### src/hw/cts_defines.vh
/*
 Register offsets, field positions, reset values and counts for the
 capacitive touch acquisition block. Assumes inclusion by bare name.
*/
`ifndef CTS_DEFINES_VH
`define CTS_DEFINES_VH
`define CTS_OFF_CTRL 8'h00
`define CTS_OFF_CNT 8'h04
`define CTS_OFF_TIMING 8'h08
`define CTS_OFF_IDLE 8'h0c
`define CTS_OFF_LEVEL 8'h10
`define CTS_OFF_RAW 8'h14
`define CTS_OFF_LIMIT 8'h18
`define CTS_OFF_IER 8'h20
`define CTS_OFF_IDR 8'h24
`define CTS_OFF_IMR 8'h28
`define CTS_OFF_ISR 8'h2c
`define CTS_OFF_SCR 8'h30
`define CTS_OFF_PIN 8'h34
`define CTS_OFF_DMA 8'h38
`define CTS_CR_EN 0
`define CTS_CR_RUN 1
`define CTS_CR_BASELINE_LOAD_BIT 2
`define CTS_CR_PAIRED_PIN_FLAG 3
`define CTS_CR_INTRES 4
`define CTS_CR_CKSEL 5
`define CTS_CR_TRANSFER_MODE_BIT 6
`define CTS_CR_ESAMPLES 7
`define CTS_CTRL_RST 8'h00
`define CTS_ISR_SAMPLE 0
`define CTS_ISR_TOUCH_ENTER_FLAG 1
`define CTS_ISR_TOUCH_EXIT_FLAG 2
`define CTS_CHARGE_CYC 8'h04
`define CTS_NPINS 16
`define CTS_DMA_WORDS 3'h5
`endif

### src/hw/cts_touch_unit.v
/*
 Touch sensor unit: register file, charge/discharge sequencer, filter
 (median3, baseline tracker, smoothing) and touch detection.
 Assumes sense pins are synchronous to i_sys_clk and the measurement clock
 is presented as a one-cycle enable pulse from the clock source.
*/
`include "cts_defines.vh"
module cts_touch_unit (
  input wire i_sys_clk,
  input wire i_rst,
  input wire [7:0] i_addr,
  input wire [31:0] i_wdata,
  input wire i_wr,
  input wire i_rd,
  output reg [31:0] o_rdata,
  input wire i_acq_tick,
  input wire i_acq_clk_ok,
  input wire i_event_trig,
  input wire [15:0] i_sense_in,
  output wire [15:0] o_sense_out,
  output wire [15:0] o_sense_oe_n,
  output wire o_bleed_pin,
  output wire o_rc_osc_req,
  output wire o_clk_req,
  output wire o_irq,
  output wire o_dma_rx_req,
  output wire o_dma_tx_req
);
  localparam ST_IDLE = 5'h01;
  localparam ST_CHARGE = 5'h02;
  localparam ST_DISCH = 5'h04;
  localparam ST_FILT = 5'h08;
  localparam ST_DMA = 5'h10;
  reg [7:0] ctrl_ff;
  reg [15:0] top_ff;
  reg [3:0] rep_ff;
  reg [11:0] baseline_smoothing_coeff_ff;
  reg [11:0] output_smoothing_coeff_ff;
  reg [3:0] pin_ff;
  reg [19:0] limit_ff;
  reg [2:0] imr_ff;
  reg [2:0] isr_ff;
  reg [19:0] idle_ff;
  reg [19:0] level_ff;
  reg [19:0] raw0_ff;
  reg [19:0] raw1_ff;
  reg [19:0] raw2_ff;
  reg touch_ff;
  reg [4:0] st_ff;
  reg [17:0] cnt_ff;
  reg [3:0] rpt_ff;
  reg [19:0] meas_ff;
  reg [19:0] acc_ff;
  reg phase_ff;
  reg go_ff;
  reg [31:0] dma_words_ff [0:4];
  reg [2:0] dma_idx_ff;
  reg dma_dir_ff;
  reg [2:0] nxt_isr;
  function [19:0] med3;
    input [19:0] a;
    input [19:0] b;
    input [19:0] c;
    reg signed [19:0] sa;
    reg signed [19:0] sb;
    reg signed [19:0] sc;
    begin
      sa = a;
      sb = b;
      sc = c;
      if ((sa >= sb && sa <= sc) || (sa <= sb && sa >= sc))
        med3 = a;
      else if ((sb >= sa && sb <= sc) || (sb <= sa && sb >= sc))
        med3 = b;
      else
        med3 = c;
    end
  endfunction
  // Product of signed 20-bit value and unsigned 12-bit fraction
  function [19:0] fmul;
    input [19:0] v;
    input [11:0] k;
    reg signed [32:0] p;
    begin
      p = $signed(v) * $signed({1'b0, k});
      fmul = p[31:12];
    end
  endfunction
  // One-hot mask for a sense pin index
  function [15:0] pin_bit;
    input [3:0] idx;
    begin
      pin_bit = 16'h0001 << idx;
    end
  endfunction
  // Last tick of a charge or discharge window
  function win_done;
    input [17:0] cnt;
    input [17:0] win;
    begin
      win_done = (cnt >= win - 18'h00001);
    end
  endfunction
  wire en_w = ctrl_ff[`CTS_CR_EN];
  wire run_w = ctrl_ff[`CTS_CR_RUN];
  wire paired_pin_flag_w = ctrl_ff[`CTS_CR_PAIRED_PIN_FLAG];
  wire transfer_mode_bit_w = ctrl_ff[`CTS_CR_TRANSFER_MODE_BIT];
  wire cfg_wr = i_wr & en_w;
  wire [3:0] pin_b = pin_ff + 4'h1;
  // Each window is top ticks; paired mode runs two phases, so the sample period doubles there
  wire [17:0] win_w = {2'b00, top_ff};
  wire sensed = paired_pin_flag_w ? (i_sense_in[pin_ff] | i_sense_in[pin_b]) : i_sense_in[pin_ff];
  wire [19:0] raw_n = acc_ff - idle_ff;
  wire [19:0] med_w = med3(raw2_ff, raw1_ff, raw_n);
  wire [19:0] half_lim = {1'b0, limit_ff[19:1]};
  wire dma_acc = (i_wr | i_rd) & (i_addr == `CTS_OFF_DMA) & transfer_mode_bit_w;
  // Charge phase drives sensor pins; tristate style, low enable drives
  wire drv = (st_ff == ST_CHARGE);
  wire [15:0] sel_a = pin_bit(pin_ff);
  wire [15:0] sel_b = paired_pin_flag_w ? pin_bit(pin_b) : 16'h0000;
  assign o_sense_out = phase_ff ? sel_a : (sel_a | sel_b);
  // Paired mode alternates polarity to pick up the mutual term
  assign o_sense_oe_n = drv ? ~(sel_a | sel_b) : 16'hffff;
  assign o_bleed_pin = (st_ff == ST_DISCH) & ~paired_pin_flag_w & ~ctrl_ff[`CTS_CR_INTRES];
  assign o_rc_osc_req = run_w & ~ctrl_ff[`CTS_CR_CKSEL] & (st_ff != ST_IDLE);
  assign o_clk_req = (run_w & (st_ff != ST_IDLE)) | i_event_trig;
  assign o_irq = |(isr_ff & imr_ff);
  assign o_dma_rx_req = (st_ff == ST_DMA) & ~dma_dir_ff;
  assign o_dma_tx_req = (st_ff == ST_DMA) & dma_dir_ff;
  always @*
  begin
    nxt_isr = isr_ff;
    if (i_wr && i_addr == `CTS_OFF_SCR)
      nxt_isr = isr_ff & ~i_wdata[2:0];
    // Set wins over a same-cycle clear; no overrun tracking
    if (st_ff == ST_FILT)
    begin
      nxt_isr[`CTS_ISR_SAMPLE] = 1'b1;
      if (!touch_ff && $signed(level_ff) > $signed(limit_ff))
        nxt_isr[`CTS_ISR_TOUCH_ENTER_FLAG] = 1'b1;
      if (touch_ff && $signed(level_ff) < $signed(half_lim))
        nxt_isr[`CTS_ISR_TOUCH_EXIT_FLAG] = 1'b1;
    end
  end
  always @(posedge i_sys_clk)
  begin
    if (i_rst)
    begin
      ctrl_ff <= `CTS_CTRL_RST;
      top_ff <= 16'h0000;
      rep_ff <= 4'h0;
      baseline_smoothing_coeff_ff <= 12'h000;
      output_smoothing_coeff_ff <= 12'h000;
      pin_ff <= 4'h0;
      limit_ff <= 20'h00000;
      imr_ff <= 3'h0;
      isr_ff <= 3'h0;
      idle_ff <= 20'h00000;
      level_ff <= 20'h00000;
      raw0_ff <= 20'h00000;
      raw1_ff <= 20'h00000;
      raw2_ff <= 20'h00000;
      touch_ff <= 1'b0;
      st_ff <= ST_IDLE;
      cnt_ff <= 18'h00000;
      rpt_ff <= 4'h0;
      meas_ff <= 20'h00000;
      acc_ff <= 20'h00000;
      phase_ff <= 1'b0;
      go_ff <= 1'b0;
      dma_idx_ff <= 3'h0;
      dma_dir_ff <= 1'b0;
    end
    else
    begin
      isr_ff <= nxt_isr;
      if (cfg_wr)
      begin
        case (i_addr)
          `CTS_OFF_CTRL: ctrl_ff <= i_wdata[7:0];
          `CTS_OFF_CNT:
          begin
            top_ff <= i_wdata[15:0];
            rep_ff <= i_wdata[19:16];
          end
          `CTS_OFF_TIMING:
          begin
            baseline_smoothing_coeff_ff <= i_wdata[11:0];
            output_smoothing_coeff_ff <= i_wdata[27:16];
          end
          `CTS_OFF_IDLE: idle_ff <= i_wdata[19:0];
          `CTS_OFF_LEVEL: level_ff <= i_wdata[19:0];
          `CTS_OFF_LIMIT: limit_ff <= i_wdata[19:0];
          `CTS_OFF_IER: imr_ff <= imr_ff | i_wdata[2:0];
          `CTS_OFF_IDR: imr_ff <= imr_ff & ~i_wdata[2:0];
          `CTS_OFF_PIN: pin_ff <= i_wdata[3:0];
          default: ;
        endcase
      end
      else if (i_wr && i_addr == `CTS_OFF_CTRL)
        ctrl_ff[`CTS_CR_EN] <= i_wdata[`CTS_CR_EN];
      // DMA register accesses rotate state words as handshakes
      if (dma_acc && st_ff == ST_DMA)
      begin
        if (!dma_dir_ff && i_wr)
          dma_words_ff[dma_idx_ff] <= i_wdata;
        if (dma_idx_ff == `CTS_DMA_WORDS - 3'h1)
        begin
          dma_idx_ff <= 3'h0;
          dma_dir_ff <= ~dma_dir_ff;
          if (!dma_dir_ff)
          begin
            limit_ff <= dma_words_ff[0][19:0];
            idle_ff <= dma_words_ff[1][19:0];
            level_ff <= dma_words_ff[2][19:0];
            st_ff <= ST_CHARGE;
          end
          else
            st_ff <= ST_DMA;
        end
        else
          dma_idx_ff <= dma_idx_ff + 3'h1;
      end
      else if (!run_w || !i_acq_clk_ok)
      begin
        // Lost clock or stop leaves the partial measurement unused
        st_ff <= ST_IDLE;
        go_ff <= 1'b0;
      end
      else
      begin
        // Keeps converting with no debug-halt input
        case (st_ff)
          ST_IDLE:
          begin
            if (i_event_trig || !go_ff)
            begin
              go_ff <= 1'b1;
              st_ff <= transfer_mode_bit_w ? ST_DMA : ST_CHARGE;
              rpt_ff <= 4'h0;
              acc_ff <= 20'h00000;
              phase_ff <= 1'b0;
              cnt_ff <= 18'h00000;
            end
          end
          ST_CHARGE:
          begin
            if (i_acq_tick)
            begin
              cnt_ff <= cnt_ff + 18'h00001;
              if (win_done(cnt_ff, win_w))
              begin
                st_ff <= ST_DISCH;
                cnt_ff <= 18'h00000;
                meas_ff <= 20'h00000;
              end
            end
          end
          ST_DISCH:
          begin
            if (i_acq_tick)
            begin
              cnt_ff <= cnt_ff + 18'h00001;
              if (sensed)
                meas_ff <= meas_ff + 20'h00001;
              if (win_done(cnt_ff, win_w))
              begin
                cnt_ff <= 18'h00000;
                if (paired_pin_flag_w && !phase_ff)
                begin
                  phase_ff <= 1'b1;
                  st_ff <= ST_CHARGE;
                end
                else
                begin
                  phase_ff <= 1'b0;
                  acc_ff <= acc_ff + meas_ff;
                  rpt_ff <= rpt_ff + 4'h1;
                  // Repeat count plus one passes summed
                  st_ff <= (rpt_ff == rep_ff) ? ST_FILT : ST_CHARGE;
                end
              end
            end
          end
          ST_FILT:
          begin
            raw2_ff <= raw1_ff;
            raw1_ff <= raw_n;
            raw0_ff <= acc_ff;
            if (ctrl_ff[`CTS_CR_BASELINE_LOAD_BIT])
            begin
              idle_ff <= acc_ff;
              ctrl_ff[`CTS_CR_BASELINE_LOAD_BIT] <= 1'b0;
            end
            else
              idle_ff <= idle_ff + fmul(med_w, baseline_smoothing_coeff_ff);
            level_ff <= level_ff + fmul(med_w - level_ff, output_smoothing_coeff_ff);
            if (nxt_isr[`CTS_ISR_TOUCH_ENTER_FLAG] && !isr_ff[`CTS_ISR_TOUCH_ENTER_FLAG])
              touch_ff <= 1'b1;
            if (nxt_isr[`CTS_ISR_TOUCH_EXIT_FLAG] && !isr_ff[`CTS_ISR_TOUCH_EXIT_FLAG])
              touch_ff <= 1'b0;
            rpt_ff <= 4'h0;
            acc_ff <= 20'h00000;
            if (transfer_mode_bit_w)
            begin
              st_ff <= ST_DMA;
              dma_dir_ff <= 1'b1;
            end
            else
              st_ff <= ST_CHARGE;
          end
          ST_DMA: ;
          default: st_ff <= ST_IDLE;
        endcase
      end
    end
  end
  always @(posedge i_sys_clk)
  begin
    if (i_rst)
      o_rdata <= 32'h00000000;
    else if (i_rd)
    begin
      case (i_addr)
        `CTS_OFF_CTRL: o_rdata <= {24'h000000, ctrl_ff};
        `CTS_OFF_CNT: o_rdata <= {12'h000, rep_ff, top_ff};
        `CTS_OFF_TIMING: o_rdata <= {4'h0, output_smoothing_coeff_ff, 4'h0, baseline_smoothing_coeff_ff};
        `CTS_OFF_IDLE: o_rdata <= {12'h000, idle_ff};
        `CTS_OFF_LEVEL: o_rdata <= {12'h000, level_ff};
        `CTS_OFF_RAW: o_rdata <= {12'h000, raw0_ff};
        `CTS_OFF_LIMIT: o_rdata <= {12'h000, limit_ff};
        `CTS_OFF_IMR: o_rdata <= {29'h0000000, imr_ff};
        `CTS_OFF_ISR: o_rdata <= {29'h0000000, isr_ff};
        `CTS_OFF_PIN: o_rdata <= {28'h0000000, pin_ff};
        `CTS_OFF_DMA: o_rdata <= dma_acc ? {12'h000, (dma_idx_ff == 3'h0) ? limit_ff :
          (dma_idx_ff == 3'h1) ? idle_ff : level_ff} : 32'h00000000;
        default: o_rdata <= 32'h00000000;
      endcase
    end
    else
      o_rdata <= 32'h00000000;
  end
endmodule

### config.mk
export PLATFORM = sky130hd
export DESIGN_NAME = cts_touch_unit
export DESIGN_NICKNAME = d
export VERILOG_FILES = /design/src/hw/cts_touch_unit.v
export VERILOG_INCLUDE_DIRS = /design/src /design/src/hw
export SDC_FILE = /design/constraint.sdc
export NUM_CORES = 2
export LEC_CHECK = 0
export BUFFER_PORTS_ARGS = -buffer_cell sky130_fd_sc_hd__buf_2
export CAP_MARGIN = 20
export CORE_MARGIN = 2
export CORE_UTILIZATION = 40
export DETAILED_ROUTE_END_ITERATION = 10
export GPL_ROUTABILITY_DRIVEN = 0
export SLEW_MARGIN = 20
export SYNTH_ARGS = -nofsm -noshare
export SYNTH_HDL_FRONTEND = slang
export SYNTH_SLANG_ARGS = --single-unit
### constraint.sdc
create_clock -name i_sys_clk -period 13.2 [get_ports i_sys_clk]
set_clock_uncertainty 0.1 [all_clocks]
set_input_delay 1.32 -clock i_sys_clk [delete_from_list [all_inputs] [get_ports i_sys_clk]]
set_output_delay 1.32 -clock i_sys_clk [all_outputs]
set_load 0.1 [all_outputs]
; Yosys cells after proc, flatten, opt, wreduce, memory -nomap -nowiden
; Memories as Yosys holds them, arrays and structs flattened.
; Cells that the tools add are included.
; Widths: inputs -> output; s select.
[totals]
elab_cells = 279
mem_count = 1
out_inout_bits = 70
mem_bits_rw = 160
inputBits = 63
regBits = 288
[mem_list]
columns = memory, depth, width, read_ports, rd_clocked_by_memory_dff, write_ports, line_no
row1 = dma_words_ff, 5, 32, 3, 0, 1, cts_touch_unit.v:56  ; reg [31:0] dma_words_ff [0:4];
[classes]
n_reduce_logical = 57
shifts = 2
bitwise_logic = 27
n_mul = 2
addsub = 11
n_eq_ne = 39
magnitude_cmp = 13
muxes = 99
[ops]
columns = op, n
row1 = $mux 20, 33
row2 = $pmux 28 s11, 1
row3 = $ge 20x20->1, 4
row4 = $le 20x20->1, 4
row5 = $mul 20x13->32, 2
row6 = $add 20x20->20, 3
row7 = $pmux 20 s3, 1
row8 = $eq 8x6->1 const B, 7
row9 = $mux 18, 3
row10 = $mux 5, 10
row11 = $mux 16, 3
row12 = $pmux 20 s2, 1
row13 = $sub 20x20->20, 2
row14 = $pmux 18 s2, 1
row15 = $shl 1x4->16 const A, 2
row16 = $mux 1, 29
row17 = $pmux 5 s5, 1
row18 = $eq 8x5->1 const B, 3
row19 = $mux 4, 6
row20 = $reduce_bool 2->1, 11
row21 = $reduce_and 7->1, 3
row22 = $add 20x1->20 const B, 1
row23 = $gt 20x20->1, 1
row24 = $lt 20x20->1, 1
row25 = 50 further kinds, 117

; Depth between registers and ports, before layout
[depth]
ltp_word = 12
ltp_mapped = 74
ltp_nobuf = 71

; Worst setup path before layout
; OpenSTA, ideal clock, no wires.
[synth_timing]
kind = reg2reg
from = reg idle_ff[0]
to = reg level_ff[19]
path_buffers = 5
setup_ns = 0.087
required_time_ns = 13.013
period_less_slack_ns = 14.036
setup_slack_ns = -0.836
path_stages_with_launch = 69
t_arrival_ns = 13.849
cell_sequence = dfxtp_1 -> ha_1 -> inv_1 -> fa_1 -> a211oi_1 -> o21ai_1 -> o31a_1 -> o21a_1 -> nor2_1 -> nor2b_1 -> a21boi_0 -> a21oi_1 -> xor2_1 -> inv_1 -> ha_1 -> and4_1 -> nand3_1 -> a31o_2 -> [... 33 more ...] -> fa_1 -> inv_1 -> ha_1 -> o21ai_0 -> a221oi_1 -> a21oi_1 -> o21ba_2 -> xnor2_1 -> ha_1 -> nand2_1 -> nor4bb_1 -> nor4_1 -> o31a_1 -> o2111ai_1 -> a21oi_1 -> xnor2_1 -> xnor2_1 -> o31ai_1
[synth_via]
elab_chain_cells = 12
word_cells_on_any_way = 19
classes_between = add/sub: 3 / mul: 1 / order compare: 4 / mux: 5 / reduce/logical: 6
[synth_lines]
columns = item, line_no
row1 = "start, declared", cts_touch_unit.v:43  ; reg [19:0] idle_ff;
row2 = "start signal, assigned", cts_touch_unit.v:191  ; `CTS_OFF_IDLE: idle_ff <= i_wdata[19:0];
row3 = "start signal, assigned", cts_touch_unit.v:214  ; idle_ff <= dma_words_ff[1][19:0];
row4 = "start signal, assigned", cts_touch_unit.v:296  ; idle_ff <= idle_ff + fmul(med_w, baseline_smoothing_coeff_ff);
row5 = $sub 20x20->20 (*), cts_touch_unit.v:113  ; wire [19:0] raw_n = acc_ff - idle_ff;
row6 = $le 20x20->1 / $ge 20x20->1 (equally long branches), cts_touch_unit.v:73  ; else if ((sb >= sa && sb <= sc) || (sb <= sa && sb >= sc))
row7 = $logic_and 1x1->1, cts_touch_unit.v:73
row8 = $logic_or 1x1->1, cts_touch_unit.v:73
row9 = $mux 20, cts_touch_unit.v:73
row10 = $mux 20 (*), cts_touch_unit.v:71  ; if ((sa >= sb && sa <= sc) || (sa <= sb && sa >= sc))
row11 = $sub 20x20->20 (*), cts_touch_unit.v:297  ; level_ff <= level_ff + fmul(med_w - level_ff, output_smoothing_coeff_ff);
row12 = $mul 20x13->32 (*), cts_touch_unit.v:85  ; p = $signed(v) * $signed({1'b0, k});
row13 = $add 20x20->20 (*), cts_touch_unit.v:297
row14 = $mux 20 (*), cts_touch_unit.v:233  ; case (st_ff)
row15 = $mux 20 (*), cts_touch_unit.v:224  ; else if (!run_w || !i_acq_clk_ok)
row16 = $mux 20 (*), cts_touch_unit.v:203  ; if (dma_acc && st_ff == ST_DMA)
row17 = "end signal, assigned", cts_touch_unit.v:192  ; `CTS_OFF_LEVEL: level_ff <= i_wdata[19:0];
row18 = "end signal, assigned", cts_touch_unit.v:215  ; level_ff <= dma_words_ff[2][19:0];
row19 = "end signal, assigned", cts_touch_unit.v:297
row20 = "end, declared", cts_touch_unit.v:44  ; reg [19:0] level_ff;
; Every way passes the cells marked *; elsewhere a longest branch is shown, timed or not.
; A chain may end at the register's enable or synchronous reset.

; Worst setup path in the final report
[layout_timing]
from = reg idle_ff[1]
to = reg level_ff[19]
; Same word-level chain as after synthesis.

==> impl_summary.log <==
INFO  metric run_status = finished with violations
INFO  metric failing_checks = setup timing
INFO  metric drt_first_pass_iters = 8
INFO  metric post_synth_num_cell_types = 91
INFO  metric yosys_warnings = 0
INFO  metric setup_slack = -0.323 ns
INFO  metric ys_dominant_reg_cell = sky130_fd_sc_hd__dfxtp_1
INFO  metric critPathMaxStageDelay = 0.54 ns
INFO  metric path_class = register to register
INFO  metric die_area = 103,000 sq um
INFO  metric cts_max_path_buffers = 3
INFO  metric critical_path.slowest_cell = sky130_fd_sc_hd__fa_1
INFO  metric nNetsFinal = 6,081
INFO  metric finalWirelength = 128 mm
INFO  metric cell_internal_pwr = 1.73 mW
INFO  metric timing.max_cap.violations = 0
INFO  metric final_area = 48,100 sq um
INFO  metric largest_net_degree_at_the_start_of_global_routing = 87
INFO  metric clk_latency = 0.62 ns
INFO  metric root_buffer = sky130_fd_sc_hd__clkbuf_16
INFO  metric flow.area_growth_from_synthesis = 19.6%
INFO  metric cts_tree = built
INFO  metric p_comb_share = 2.6%
INFO  metric post-route-period-util = 102%
INFO  metric report.final.setup_viol = 7
INFO  metric clk_pin_slew = 0.06 ns
INFO  metric viasPerCell = 5.46
INFO  metric die_width = 321 microns
INFO  metric synth_enable_flop_cells = 60
INFO  metric synth.ff_latch_count = 344
INFO  metric hold_path.class = register to register
INFO  metric postSynthAreaPerCell = 8.30 sq um
INFO  metric required_time_at_the_endpoint_of_the_critical_path = 13.55 ns
INFO  metric syn_inst = 4,846
INFO  metric post-route-min-period = 13.52 ns
INFO  metric leakage = 21.7 nW
INFO  metric timing_max_transition_violations_final = 0
INFO  metric grt_antenna_before_repair = 3
INFO  metric global_route.overflow_total = 0
INFO  metric critPathLaunchType = register
INFO  metric initial_utilization = 40.3%
INFO  metric grt_first_pass_wirelength = 199 mm
INFO  metric core-area = 99,900 sq um
INFO  metric critPathCaptureType = register
INFO  metric ios = 133
INFO  metric first_global_vias = 35,005
INFO  metric timing.critical_path.mode_cell = sky130_fd_sc_hd__o21ai_2
INFO  metric async_reset_ff_share = 0%
INFO  metric report.final.hold_viol_count = 0
INFO  metric numPortBuffers = 124
INFO  metric floorplan.die.height = 321 microns
INFO  metric total_cts_buffers = 41
INFO  metric ctsHoldBuffers = 0
INFO  metric cell_area_reported_after_detailed_placement = 44,700 sq um
INFO  metric share_seq_of_total_power = 46.6%
INFO  metric relSlewSlack = 20.6%
INFO  metric clock_power_share = 50.9%
INFO  metric synthesis.area = 40,200 sq um
INFO  metric post_route_cells_drive_above_1_share = 18.2%
INFO  metric power-per-cell-area = 47.6 nW/um^2
INFO  metric remaining_drc_errors = 0
INFO  metric net-switching-power = 0.560 mW
INFO  metric maxClockFrequency = 0.0739 GHz
INFO  metric seq_area_frac_synth = 18.6%
INFO  metric power.switching_fraction = 24.4%
INFO  metric htree_levels = 2
INFO  metric first_iter_violations = 2,765
INFO  metric place_hpwl = 96.9 mm
INFO  metric maximum_fanout_along_the_worst_path = 5
INFO  metric track_usage = 24.5%
INFO  metric grt_setup_unrepaired = yes
INFO  metric wl_per_cell = 19.5 microns
INFO  metric timing.critical_path.arrival = 13.87 ns
INFO  metric regToRegSetupSlack = -0.32 ns
INFO  metric route.vias.total = 35,771
INFO  metric clock_sink_count = 344
INFO  metric final_antenna_net_count = 0
INFO  metric design_power_total = 2.29 mW
INFO  metric power.ir.vdd_worst = 0.0835 mV
INFO  metric core.rowCount = 116
INFO  metric max_slew.worst_pin.slew = 1.19 ns
==> worst max-delay path: cells and delay by family (launching register included) <==
family,cells,cell delay [ns]
xor gates and xnor gates,5,0.74
DFF,1,0.34
adders and majority gates,11,3.96
AOI/OAI and AO/OA,32,5.40
buffers and inverters,11,1.23
muxes,1,0.16
and+or+nand+nor,11,1.43
==> layer usage <==
layer	track usage, %	vias to the layer above	wire, microns
li1	-	16822	-
met1	33.3	17494	55100
met2	39.0	1173	57800
met3	4.02	282	9540
met4	9.56	0	5660
met5	0	-	0
==> area by class of cell <==
cell class | instances | area, sq um
multi-input cells | 3595 | 30800
fillers | 9604 | 51800
repair buffers | 582 | 4360
flip-flops and latches | 344 | 7490
inverters | 659 | 2480
clock buffers | 55 | 1130
diodes | 3 | 7.51
well taps | 1298 | 1620
clock inverters | 21 | 220
==> stage by stage <==
stage	hold slack, ns	utilization [%]	worst slack [ns]	instances	TNS (ns)
3_5_place_dp	0.349	44.8	-0.912	6420	-6.91
4_1_cts	0.357	46.8	-0.407	6526	-1.95
6_report	0.354	48.1	-0.323	6557	-1.69
2_1_floorplan	0.336	-	0.0177	4849	0
3_3_place_gp	0.343	44.8	-0.785	6420	-5.47
5_1_grt	0.374	48.1	-0.956	6554	-8.44
==> path summary, 6_finish.rpt <==
path	start	end	cells past startpoint
setup / recovery	idle_ff[1]$_SDFF_PP0_	level_ff[19]$_SDFF_PP0_	71
hold / removal	raw0_ff[12]$_SDFFE_PP0P_	raw0_ff[12]$_SDFFE_PP0P_	2
setup reg to reg	idle_ff[1]$_SDFF_PP0_	level_ff[19]$_SDFF_PP0_	71
hold reg to reg	raw0_ff[12]$_SDFFE_PP0P_	raw0_ff[12]$_SDFFE_PP0P_	2
==> placed cells by master (no fill, tap or decap), types with 25 or more instances in the layout <==
master / count
sky130_fd_sc_hd__clkbuf_16: 45
sky130_fd_sc_hd__a221oi_1: 36
sky130_fd_sc_hd__inv_1: 638
sky130_fd_sc_hd__ha_1: 331
sky130_fd_sc_hd__a21oi_1: 301
sky130_fd_sc_hd__and2_1: 205
sky130_fd_sc_hd__ha_4: 25
sky130_fd_sc_hd__nor2b_1: 52
sky130_fd_sc_hd__buf_2: 123
sky130_fd_sc_hd__a22oi_1: 26
sky130_fd_sc_hd__fa_1: 427
sky130_fd_sc_hd__dfxtp_1: 280
sky130_fd_sc_hd__a31oi_1: 25
sky130_fd_sc_hd__mux2i_1: 71
sky130_fd_sc_hd__o21a_1: 30
sky130_fd_sc_hd__xnor2_1: 87
sky130_fd_sc_hd__nand3_1: 98
sky130_fd_sc_hd__buf_4: 419
sky130_fd_sc_hd__xor2_1: 36
sky130_fd_sc_hd__a211oi_1: 83
sky130_fd_sc_hd__nand4_1: 27
sky130_fd_sc_hd__and3_1: 27
sky130_fd_sc_hd__nand2b_1: 68
sky130_fd_sc_hd__edfxtp_1: 60
sky130_fd_sc_hd__a21oi_2: 26
sky130_fd_sc_hd__o21ai_0: 121
sky130_fd_sc_hd__a21o_1: 65
sky130_fd_sc_hd__nor3_1: 54
sky130_fd_sc_hd__nor2_1: 219
sky130_fd_sc_hd__nand2_1: 692
sky130_fd_sc_hd__o211ai_1: 27
==> what timing repair did <==
action / 4_1_cts / 5_1_grt
gates resized for setup: 111 / 227
cloned: 0 / 3
pin swaps: 98 / 168
buffers inserted: 30 / 28
endpoints found under the setup margin: 17 / 28
==> cells by family after synthesis <==
kind of cell    share of synthesized area, %
simple gates                            18.9
flops                                   18.6
buf+inv                                 8.57
compound gates                          15.0
fa+ha+maj                               32.8
xor+xnor                                3.18
mux                                     2.83
other cells                          0.00933
==> state kept, by name, summed over array words and instances, names as in the netlist, 8 cells and up, named ones only <==
register and count:
baseline_smoothing_coeff_ff 12, top_ff 16, acc_ff 20, cnt_ff 18, dma_words_ff 60, raw2_ff 20, limit_ff 20, idle_ff 20
ctrl_ff 8, o_rdata 28, output_smoothing_coeff_ff 12, level_ff 20, raw1_ff 20, meas_ff 20, raw0_ff 20
==> cell usage after synthesis, types with 92 or more instances <==
| cell type | number | area share [%] |
|---|---|---|
| sky130_fd_sc_hd__a211oi_1 | 92 | 1.7 |
| sky130_fd_sc_hd__a21oi_1 | 335 | 4.2 |
| sky130_fd_sc_hd__and2_1 | 219 | 3.4 |
| sky130_fd_sc_hd__clkbuf_1 | 227 | 2.1 |
| sky130_fd_sc_hd__dfxtp_1 | 284 | 14 |
| sky130_fd_sc_hd__fa_1 | 433 | 22 |
| sky130_fd_sc_hd__ha_1 | 362 | 11 |
| sky130_fd_sc_hd__inv_1 | 658 | 6.1 |
| sky130_fd_sc_hd__nand2_1 | 707 | 6.6 |
| sky130_fd_sc_hd__nand3_1 | 103 | 1.3 |
| sky130_fd_sc_hd__nor2_1 | 234 | 2.2 |
| sky130_fd_sc_hd__o21ai_0 | 159 | 2.0 |
| sky130_fd_sc_hd__xnor2_1 | 107 | 2.3 |
==> power groups by stage <==
stage	logic (mW)	registers (mW)	clock network [mW]
floorplan	0.0259	1.09	0
global placement	0.0570	1.09	0
detailed placement	0.0572	1.09	0
CTS	0.0573	1.07	1.18
global route	0.0607	1.07	1.22
finish	0.0587	1.07	1.16
Power figures use the tool's default switching activity.
